==> src/detc_map.vh <==
// constants for the dual engine trigger control block
// assumes a 10 MHz mclk; included by the design files by bare name
// Operation
// - level is unsigned 8-bit code: 0 negative limit, 128 zero, 255 positive
// - single external comparator: both engines external, second level used for both
// - combine code 0 triggers on first engine only
// - combine code 1 triggers on second engine only
// - combine code 2 triggers on either engine
// - first engine is code 0, second engine is code 1
// - source decode: 0,1 A,B; 2 external; 3 off; 4..0x11 C..P; 0x100 star
// - slope code 1 flags samples rising above the level
// - slope code 2 flags samples falling below the level
// - two independent engines, each with own settings and event output
// - scanning mode forces first-engine-only with external source
// - scanning with defer option 1 waits for next external event after arming
// - automatic trigger after timeout counted in 10 us ticks
// - power code 0 powers converters down, code 1 powers them up
// - start-capture command arms the device, then acquisition follows trigger setup
// - triggered flag is 1 once a trigger occurred since last arm
`ifndef DETC_MAP_VH
`define DETC_MAP_VH
`define DETC_OP_FIRST 2'h0
`define DETC_OP_SECOND 2'h1
`define DETC_OP_EITHER 2'h2
`define DETC_ENG_FIRST 1'h0
`define DETC_ENG_SECOND 1'h1
`define DETC_SRC_CHAN_A 9'h000
`define DETC_SRC_CHAN_B 9'h001
`define DETC_SRC_EXT 9'h002
`define DETC_SRC_OFF 9'h003
`define DETC_SRC_CHAN_C 9'h004
`define DETC_SRC_CHAN_P 9'h011
`define DETC_SRC_STAR 9'h100
`define DETC_SLOPE_RISE 2'h1
`define DETC_SLOPE_FALL 2'h2
`define DETC_LEVEL_ZERO 8'h80
`define DETC_DEFER_START 1'h1
`define DETC_PWR_OFF 1'h0
`define DETC_PWR_ON 1'h1
`define DETC_TICK_NS 10000
`define DETC_CLK_NS 100
`define DETC_TICK_CYCLES (`DETC_TICK_NS / `DETC_CLK_NS)
`endif

==> src/detc_trigger_control.v <==
// trigger control: two engines, combiner, scanning mode, timeout, arm, power
// assumes samples arrive registered on mclk; the external trigger pin and
// the start input are asynchronous and pass two flops; config levels are on mclk
`timescale 1ns/10ps
`include "detc_map.vh"
module detc_trigger_control #(
  parameter TICK_CYCLES = `DETC_TICK_CYCLES,
  parameter SINGLE_EXT_LEVEL = 1
) (
  input wire mclk,
  input wire srst,
  input wire [16*8-1:0] chanSamples,
  input wire [7:0] extSample,
  input wire [7:0] starSample,
  input wire extTrigPin,
  input wire [1:0] combineOp,
  input wire firstEngineId,
  input wire [8:0] firstSourceSelect,
  input wire [1:0] firstSlope,
  input wire [7:0] firstLevelCode,
  input wire secondEngineId,
  input wire [8:0] secondSourceSelect,
  input wire [1:0] secondSlope,
  input wire [7:0] secondLevelCode,
  input wire scanMode,
  input wire [1:0] scanSlope,
  input wire [7:0] scanLevelCode,
  input wire deferAcquisitionStart,
  input wire [31:0] timeoutTicks,
  input wire powerState,
  input wire startCapture,
  output reg triggerPulse,
  output reg autoTriggerPulse,
  output reg triggered,
  output reg armed,
  output reg acquiring,
  output reg adcPowerUp
);
  reg ext1_ff;
  reg ext2_ff;
  reg ext3_ff;
  reg start1_ff;
  reg start2_ff;
  reg start3_ff;
  reg waitExt_ff;
  reg [15:0] tickCnt_ff;
  reg [31:0] tickTotal_ff;
  reg [8:0] srcJ;
  reg [8:0] srcK;
  reg [1:0] slopeJ;
  reg [1:0] slopeK;
  reg [7:0] levelJ;
  reg [7:0] levelK;
  reg [1:0] effOp;
  reg [8:0] rawSrcJ;
  reg [8:0] rawSrcK;
  reg [1:0] rawSlopeJ;
  reg [1:0] rawSlopeK;
  reg [7:0] rawLevelJ;
  reg [7:0] rawLevelK;
  reg combinedEvent;
  reg timeoutHit;
  reg armEdge;
  wire eventJ;
  wire eventK;

  // map the two configuration slots onto engines by their engine code
  always @* begin
    if (firstEngineId == `DETC_ENG_SECOND && secondEngineId == `DETC_ENG_FIRST) begin
      rawSrcJ = secondSourceSelect;
      rawSlopeJ = secondSlope;
      rawLevelJ = secondLevelCode;
      rawSrcK = firstSourceSelect;
      rawSlopeK = firstSlope;
      rawLevelK = firstLevelCode;
    end else begin
      rawSrcJ = firstSourceSelect;
      rawSlopeJ = firstSlope;
      rawLevelJ = firstLevelCode;
      rawSrcK = secondSourceSelect;
      rawSlopeK = secondSlope;
      rawLevelK = secondLevelCode;
    end
  end

  // scanning overrides the dual setup; only one setup is meant to be used
  always @* begin
    srcJ = rawSrcJ;
    slopeJ = rawSlopeJ;
    levelJ = rawLevelJ;
    srcK = rawSrcK;
    slopeK = rawSlopeK;
    levelK = rawLevelK;
    effOp = combineOp;
    if (scanMode) begin
      effOp = `DETC_OP_FIRST;
      srcJ = `DETC_SRC_EXT;
      slopeJ = scanSlope;
      levelJ = scanLevelCode;
      srcK = `DETC_SRC_OFF;
    end
    // one external comparator: second level wins when both pick external
    if (SINGLE_EXT_LEVEL != 0 && srcJ == `DETC_SRC_EXT && srcK == `DETC_SRC_EXT) begin
      levelJ = levelK;
    end
  end

  // two independent engines with their own settings and outputs
  detc_engine engineJ (
    .mclk(mclk),
    .srst(srst),
    .chanSamples(chanSamples),
    .extSample(extSample),
    .starSample(starSample),
    .sourceSelect(srcJ),
    .slopeSelect(slopeJ),
    .levelCode(levelJ),
    .eventPulse(eventJ)
  );

  detc_engine engineK (
    .mclk(mclk),
    .srst(srst),
    .chanSamples(chanSamples),
    .extSample(extSample),
    .starSample(starSample),
    .sourceSelect(srcK),
    .slopeSelect(slopeK),
    .levelCode(levelK),
    .eventPulse(eventK)
  );

  // combiner; retired code 3 never reaches here in use and triggers nothing
  always @* begin
    case (effOp)
      `DETC_OP_FIRST: begin
        combinedEvent = eventJ;
      end
      `DETC_OP_SECOND: begin
        combinedEvent = eventK;
      end
      `DETC_OP_EITHER: begin
        combinedEvent = eventJ | eventK;
      end
      default: begin
        combinedEvent = 1'b0;
      end
    endcase
  end

  // pin and command synchronisers; third stage only feeds edge detect
  always @(posedge mclk) begin
    if (srst) begin
      ext1_ff <= 1'b0;
      ext2_ff <= 1'b0;
      ext3_ff <= 1'b0;
      start1_ff <= 1'b0;
      start2_ff <= 1'b0;
      start3_ff <= 1'b0;
    end else begin
      ext1_ff <= extTrigPin;
      ext2_ff <= ext1_ff;
      ext3_ff <= ext2_ff;
      start1_ff <= startCapture;
      start2_ff <= start1_ff;
      start3_ff <= start2_ff;
    end
  end

  always @* begin
    armEdge = start2_ff && !start3_ff;
    // timeout only while armed, acquiring and nonzero; at least, not equal,
    // so a timeout lowered below the ticks already elapsed still fires
    timeoutHit = armed && acquiring && (timeoutTicks != 32'h00000000) &&
                 (tickTotal_ff >= timeoutTicks - 32'h00000001) &&
                 (tickCnt_ff == TICK_CYCLES[15:0] - 16'h0001);
  end

  // arm, deferred start, timeout counting and triggered flag
  always @(posedge mclk) begin
    if (srst) begin
      armed <= 1'b0;
      acquiring <= 1'b0;
      waitExt_ff <= 1'b0;
      triggered <= 1'b0;
      triggerPulse <= 1'b0;
      autoTriggerPulse <= 1'b0;
      tickCnt_ff <= 16'h0000;
      tickTotal_ff <= 32'h00000000;
      adcPowerUp <= `DETC_PWR_OFF;
    end else begin
      adcPowerUp <= (powerState == `DETC_PWR_ON);
      triggerPulse <= 1'b0;
      autoTriggerPulse <= 1'b0;
      if (armEdge) begin
        armed <= 1'b1;
        triggered <= 1'b0;
        tickCnt_ff <= 16'h0000;
        tickTotal_ff <= 32'h00000000;
        // deferred start holds acquisition until the next external edge
        if (scanMode && deferAcquisitionStart == `DETC_DEFER_START) begin
          waitExt_ff <= 1'b1;
          acquiring <= 1'b0;
        end else begin
          waitExt_ff <= 1'b0;
          acquiring <= 1'b1;
        end
      end else if (armed && waitExt_ff) begin
        if (ext2_ff && !ext3_ff) begin
          waitExt_ff <= 1'b0;
          acquiring <= 1'b1;
        end
      end else if (armed && acquiring) begin
        if (combinedEvent || timeoutHit) begin
          triggerPulse <= 1'b1;
          autoTriggerPulse <= timeoutHit && !combinedEvent;
          triggered <= 1'b1;
          tickCnt_ff <= 16'h0000;
          tickTotal_ff <= 32'h00000000;
        end else if (tickCnt_ff == TICK_CYCLES[15:0] - 16'h0001) begin
          tickCnt_ff <= 16'h0000;
          tickTotal_ff <= tickTotal_ff + 32'h00000001;
        end else begin
          tickCnt_ff <= tickCnt_ff + 16'h0001;
        end
      end
    end
  end
endmodule

==> src/detc_engine.v <==
// one crossing detector: picks a source sample and compares it with a level
// assumes all sample inputs are on mclk and already registered
`timescale 1ns/10ps
`include "detc_map.vh"
module detc_engine (
  input wire mclk,
  input wire srst,
  input wire [16*8-1:0] chanSamples,
  input wire [7:0] extSample,
  input wire [7:0] starSample,
  input wire [8:0] sourceSelect,
  input wire [1:0] slopeSelect,
  input wire [7:0] levelCode,
  output reg eventPulse
);
  reg [7:0] sample;
  reg sampleValid;
  reg above_ff;
  reg primed_ff;
  reg nxtAbove;
  reg below_ff;
  reg nxtBelow;

  // source decode; channel C sits at code 4 so codes 2,3 are skipped
  always @* begin
    sampleValid = 1'b1;
    sample = 8'h00;
    if (sourceSelect == `DETC_SRC_CHAN_A || sourceSelect == `DETC_SRC_CHAN_B) begin
      sample = chanSamples[sourceSelect[0]*8 +: 8];
    end else if (sourceSelect == `DETC_SRC_EXT) begin
      sample = extSample;
    end else if (sourceSelect >= `DETC_SRC_CHAN_C && sourceSelect <= `DETC_SRC_CHAN_P) begin
      sample = chanSamples[(sourceSelect[4:0] - 5'h02)*8 +: 8];
    end else if (sourceSelect == `DETC_SRC_STAR) begin
      sample = starSample;
    end else begin
      sampleValid = 1'b0; // off and unknown codes never fire
    end
    // unsigned code compare: 0 negative limit, 128 zero, 255 positive
    nxtAbove = (sample > levelCode);
    // fall keeps its own side, so a sample resting on the level counts as neither above nor below
    nxtBelow = (sample < levelCode);
  end

  // crossing detect on the side change; first valid sample after reset or an off or unknown code only primes
  always @(posedge mclk) begin
    if (srst) begin
      above_ff <= 1'b0;
      below_ff <= 1'b0;
      primed_ff <= 1'b0;
      eventPulse <= 1'b0;
    end else begin
      above_ff <= nxtAbove;
      below_ff <= nxtBelow;
      primed_ff <= sampleValid;
      eventPulse <= 1'b0;
      if (sampleValid && primed_ff) begin
        if (slopeSelect == `DETC_SLOPE_RISE) begin
          eventPulse <= nxtAbove && !above_ff;
        end else if (slopeSelect == `DETC_SLOPE_FALL) begin
          eventPulse <= nxtBelow && !below_ff;
        end
      end
    end
  end
endmodule

==> config.mk <==
export PLATFORM = sky130hd
export DESIGN_NAME = detc_trigger_control
export DESIGN_NICKNAME = d
export VERILOG_FILES = /design/src/detc_trigger_control.v /design/src/detc_engine.v
export VERILOG_INCLUDE_DIRS = /design/src
export SDC_FILE = /design/constraint.sdc
export NUM_CORES = 1
export LEC_CHECK = 0
export BUFFER_PORTS_ARGS = -buffer_cell sky130_fd_sc_hd__buf_2
export CORE_MARGIN = 3
export CORE_UTILIZATION = 42
export CTS_CLUSTER_SIZE = 24
export DETAILED_ROUTE_END_ITERATION = 10
export GPL_TIMING_DRIVEN = 0
export PLACE_DENSITY = 0.67
export SYNTH_ARGS = -nofsm -noshare
export SYNTH_HDL_FRONTEND = slang
export SYNTH_SLANG_ARGS = --single-unit
==> constraint.sdc <==
create_clock -name mclk -period 14.4 [get_ports mclk]
set_clock_uncertainty 0.2 [all_clocks]
set_input_delay 2.88 -clock mclk [delete_from_list [all_inputs] [get_ports mclk]]
set_output_delay 2.88 -clock mclk [all_outputs]
set_load 0.05 [all_outputs]
==> flow_summary.yaml, run 1 <==
outcome:
  outcome: "completed"
pwr:
  p_leak_nw: 4.33
  ir_worst_vdd_uv: 52.9
  finalPower_uw: 646
  power_density_nw_per_um2: 64.7
final_layout:
  area_delta_synth_final_pct: 22.3
  drive_gt1_frac: 0.242
  reg.largest.list: "tickTotal_ff x32, tickCnt_ff x16"
  nets: 1622
  top_register: "tickTotal_ff"
  design_area_um2: 9990
  n_fill_cell: 1885
  largest_reg_flops: 32
  finalNonFillerCells: 1599
worst_setup_path:
  slowest_delay_ps: 610
  cp_top_family: "buffers and inverters"
  cp_common_cell: "clkbuf_1"
  r2r_end: "tickTotal_ff[31]"
  r2r_setup_slack_ps: 11200
  critPathRequiredTime_ps: 14430
  crit_fanout: 10
  r2r_start: "tickCnt_ff[0]"
  crit_type: "input port to flop"
  cp.arrival_ps: 8530
  crit_path_cell_trace: "buf_2 > nand2b_1 > buf_6 > buf_2 > clkbuf_1 > clkbuf_1 > nand2_1 > nand2_1 > nand2_1 > ha_1 > clkbuf_1 > clkbuf_1 > clkbuf_1 > a31oi_1 > o211ai_1 > ha_1 > a21o_1 > a21o_1 > a21oi_1 > o21ai_0 > mux2i_1 > nor4b_1"
  slowest_stage: "clkbuf_1"
  crit_path_start: "secondEngineId"
  cp-start-kind: "input port"
  crit_buf_inv: 8
  worst_setup_path_end_kind: "flop"
  worstRegToRegCells: 8
place:
  place_congestion: 1.01
  placed_cells: 1581
  io_buffer_count: 238
  hpwlAfterDp_um: 25000
  pre_cts_slack_ps: 5730
  dpl_cell_area_um2: 9680
global_route:
  antenna_found_initial: 5
  grt_overflow: 0
  grtUsageTotal: 0.273
  grt_pass1_wl_um: 47500
  grt_pass1_vias: 9051
  grt_max_degree: 14
floorplanning:
  dieArea_um2: 21100
  rows: 50
  core_um2: 18900
  die_x_um: 145
  chipHeight_um: 145
  start_util: 0.432
  ios: 241
routing:
  vias_per_cell: 6.00
  vias: 9595
  wl_per_cell_um: 19.1
  postRouteAntennaNets: 0
  post-route-drc-count: 0
  drtPass1Iterations: 5
  first_iter_violations: 909
  drt_wl_total_um: 30500
cts:
  clockBufferDepth: 2
  path_clk_slew_ps: 50
  ctsHoldBuffers: 0
  cts_tree: "built"
  cts.repair.resized: 0
  root_buffer: "clkbuf_16"
  insertion_delay_ps: 340
  post_cts_buffers: 0
  cts_max_level: 3
  cts.sinks: 69
  cts_buffers: 9
sta:
  fin_crit_sh: 0.590
  setup_viol: 0
  finalMaxSlewViolations: 0
  fin_crit_ps: 8500
  worst_slack_ps: 5900
  maxSlewHeadroom: 0.287
  max_freq_mhz: 118
  rsz0062_at_grt: "false"
  tightest_slew_ps: 1070
  hold_viol_final: 0
  fin_setup_tns_ps: 0
yosys:
  seq_area_frac_synth: 0.169
  ys_top_cells_by_count: "nand2_1, nor2_1, a21oi_1"
  synth_most_common_cell: "nand2_1"
  ys_warn_count: 0
  post-synth-top-area-fraction: 0.169
  synth_cell_types: 78
  netlist_instances: 1083
  synth_edf_count: 0
  synth_flop_cell: "dfxtp_1"
  yosys_register_bits: 69
  synth_nets: 1373
  yosys.area.top_type: "dfxtp_1"
  netlist_area_um2: 8170
  synth_area_per_cell_um2: 7.54
  synth.area.top_cells: "dfxtp_1, ha_1, mux2i_1"
  async_flop_share: 0
worst_hold_path:
  hold_end: "start2_ff"
  hold_path.startpoint: "start1_ff"
  min_path_cells: 1
  hp-class: "flop to flop"
run:
  maxCapViolCount: 0
-- cell families after synthesis --
| logic type | Yosys count | share of synthesized area |
|---|---|---|
| and+or+nand+nor | 450 | 0.269 |
| AOI/OAI and AO/OA | 248 | 0.201 |
| muxes | 106 | 0.152 |
| xor gates and xnor gates | 79 | 0.0847 |
| buffers and inverters | 76 | 0.0397 |
| DFF | 69 | 0.169 |
| adders and majority gates | 55 | 0.0843 |
-- cell type report --
type / instances / area (um2) / share of cell area
Inverter: 17 / 63.8 / 0.00639
Clock buffer: 9 / 225 / 0.0226
Multi-Input combinational cell: 938 / 6460 / 0.647
Sequential cell: 69 / 1380 / 0.138
Tap cell: 260 / 325 / 0.0326
Antenna cell: 2 / 5.00 / 0.000501
Clock inverter: 7 / 73.8 / 0.00739
Timing Repair Buffer: 238 / 1190 / 0.119
Buffer: 59 / 260 / 0.0261
-- worst reg2reg max path, cell delays in order, from the launching register on --
cell,delay (ps)
dfxtp_1,370
ha_1,310
nor3b_1,270
nand4_1,200
a21oi_1,500
nand4_1,520
nor4_1,490
xnor2_1,160
nor2_1,50
-- layout by cell type (no fill, tap or decap), drive strengths merged, types with 26 or more instances in the layout --
master  count
xor2       38
ha         55
buf       262
nand4      26
o21ai      29
o22ai      39
mux2i      67
nor3       38
a21oi      82
nand3      32
nand2     145
clkbuf     44
nor2      103
mux2       29
xnor2      41
dfxtp      69
-- how the worst max path moves through the flow --
stage                              end  slack, ps  cells past startpoint
finish              engineJ.eventPulse       5900                     22
floorplan           engineK.eventPulse       7070                     19
CTS                 engineJ.eventPulse       6040                     22
detailed placement  engineJ.eventPulse       5730                     22
global route        engineJ.eventPulse       5640                     23
global placement    engineJ.eventPulse       5730                     22
-- metal layers --
metal,part of all wire,GRT usage
met5,0.0011,0
met4,0.036,0.102
met3,0.091,0.0610
met2,0.44,0.427
met1,0.43,0.368
-- power by group --
part           leakage [nW]  internal (mW)  switching, mW
registers             0.558          0.193       0.000784
logic                  3.62         0.0961          0.136
clock network         0.146          0.134         0.0857
-- through the flow --
stage / hold slack [ps] / util
after floorplan: 214 / -
after global placement: 218 / 0.512
after detailed placement: 229 / 0.512
after CTS: 242 / 0.528
after global routing: 264 / 0.529
final: 241 / 0.529
Note: power is estimated with default switching activity, not from simulation.
==> run 2: changes to the inputs <==
PLACE_DENSITY = 0.7   (was 0.67)
clock period = 7 ns   (was 14.4 ns; I/O delays follow)
==> flow_summary.yaml, run 2 (same netlist as run 1, synthesis figures left out) <==
routing:
  wl_per_cell_um: 19.1
  drt_wl_total_um: 30500
  first_iter_violations: 794
  vias_per_cell: 6.10
  drtPass1Iterations: 5
  vias: 9764
  postRouteAntennaNets: 0
  post-route-drc-count: 0
cts:
  path_clk_slew_ps: 60
  cts_max_level: 3
  root_buffer: "clkbuf_16"
  cts_tree: "built"
  clockBufferDepth: 2
  insertion_delay_ps: 340
  ctsHoldBuffers: 0
  cts.sinks: 69
  cts_buffers: 9
sta:
  max_freq_mhz: 151
  setup_viol: 0
  fin_crit_ps: 6610
  rsz0062_at_grt: "false"
  finalMaxSlewViolations: 0
  worst_slack_ps: 387
  maxSlewHeadroom: 0.335
  hold_viol_final: 0
  tightest_slew_ps: 989
  hold-worst-slack_ps: 242
  fin_crit_sh: 0.945
pwr:
  p_leak_nw: 4.33
  power_density_nw_per_um2: 133
  ir_worst_vdd_uv: 135
  finalPower_mw: 1.34
final_layout:
  nets: 1621
  largest_reg_flops: 32
  area_delta_synth_final_pct: 22.5
  reg.largest.list: "tickTotal_ff x32, tickCnt_ff x16"
  n_fill_cell: 1887
  top_register: "tickTotal_ff"
  final_common_cell: "buf_2"
  finalNonFillerCells: 1601
  final_cell_mix: "buf_2, nand2_1, nor2_1, a21oi_1, dfxtp_1"
  drive_gt1_frac: 0.245
worst_setup_path:
  slowest_delay_ps: 490
  cp_top_family: "buffers and inverters"
  crit_path_cell_trace: "buf_2 > nand2b_1 > buf_6 > buf_2 > clkbuf_1 > clkbuf_2 > nand2_1 > nand2_1 > nand2_1 > ha_1 > clkbuf_1 > clkbuf_1 > o221ai_1 > o21ai_0 > mux2i_1 > o221ai_1 > ha_1 > a21o_1 > a21o_1 > a21oi_1 > o21ai_0 > mux2_2 > and3_1"
  r2r_end: "tickTotal_ff[31]"
  r2r_setup_slack_ps: 3790
  crit_type: "input port to flop"
  crit_buf_inv: 7
  crit_fanout: 10
  cp-start-kind: "input port"
  cp.arrival_ps: 6650
  worstRegToRegCells: 8
  r2r_start: "tickCnt_ff[0]"
  worst_setup_path_end_kind: "flop"
  critPathRequiredTime_ps: 7030
  slowest_stage: "clkbuf_1"
floorplanning:
  die_x_um: 145
  rows: 50
  chipHeight_um: 145
  core_um2: 18900
  start_util: 0.432
  dieArea_um2: 21100
  ios: 241
outcome:
  outcome: "completed"
global_route:
  grt_pass1_wl_um: 47900
  grt_overflow: 0
  grt_pass1_vias: 9139
  grtUsageTotal: 0.274
  grt_max_degree: 15
  antenna_found_initial: 8
place:
  io_buffer_count: 238
  place_congestion: 0.983
  hpwlAfterDp_um: 24900
  pre_cts_slack_ps: -127
  placed_cells: 1581
worst_hold_path:
  hp-class: "flop to flop"
  min_path_cells: 1
  hold_end: "ext2_ff"
  hold_path.startpoint: "ext1_ff"
run:
  maxCapViolCount: 0
[run 2: cell count changes in the layout (fill, tap and decap cells not counted), sizes merged]
cell / before / now
inv: 16 / 18
diode: 2 / 5
clkinv: 6 / 3
clkinvlp: 1 / 2
buf: 262 / 261
[run 2: timing repair]
item / 4_1_cts / 5_1_grt
endpoints found under the setup margin: 0 / 3
buffers inserted: 0 / 0
resized for setup: 0 / 5
[run 2: per-layer routing]
metal  up-vias  wire length (um)  track usage
met5         -                34            0
met4         6               926       0.0802
met3        87              2700       0.0424
met2       561             13700        0.439
met1      4533             13100        0.382
li1       4577                 -            -
[run 2: how the worst max path moves through the flow]
stage | from | to | slack [ps] | cells after the start
floorplan | secondEngineId | engineK.eventPulse | 1150 | 19
global placement | secondEngineId | engineJ.eventPulse | -160 | 22
detailed placement | secondEngineId | engineJ.eventPulse | -130 | 23
CTS | secondEngineId | engineJ.eventPulse | 190 | 22
global route | secondEngineId | engineK.eventPulse | 50 | 23
finish | secondEngineId | engineK.eventPulse | 390 | 23
[run 2: layout make-up]
type                       count  area [um2]  share of cell area
clock inverter                 7        80.1             0.00800
antenna                        5        12.5             0.00125
buffer                        58         259              0.0259
timing repair buffer         238        1190               0.119
multi-input combinational    938        6470               0.646
inverter                      17        63.8             0.00638
tap                          260         325              0.0325
sequential                    69        1380               0.138
clock buffer                   9         225              0.0225
[run 2: metrics by stage]
stage	area [um2]	TNS (ps)	utilization
6_report	10000	0	0.530
5_1_grt	10000	0	0.530
4_1_cts	9990	0	0.529
3_5_place_dp	9680	-209	0.512
3_3_place_gp	9680	-227	0.512
2_1_floorplan	8170	0	-
[run 2: power breakdown]
part	internal (mW)	switching, mW
registers	0.397	0.00182
logic	0.198	0.277
clock network	0.280	0.181
total	0.875	0.460
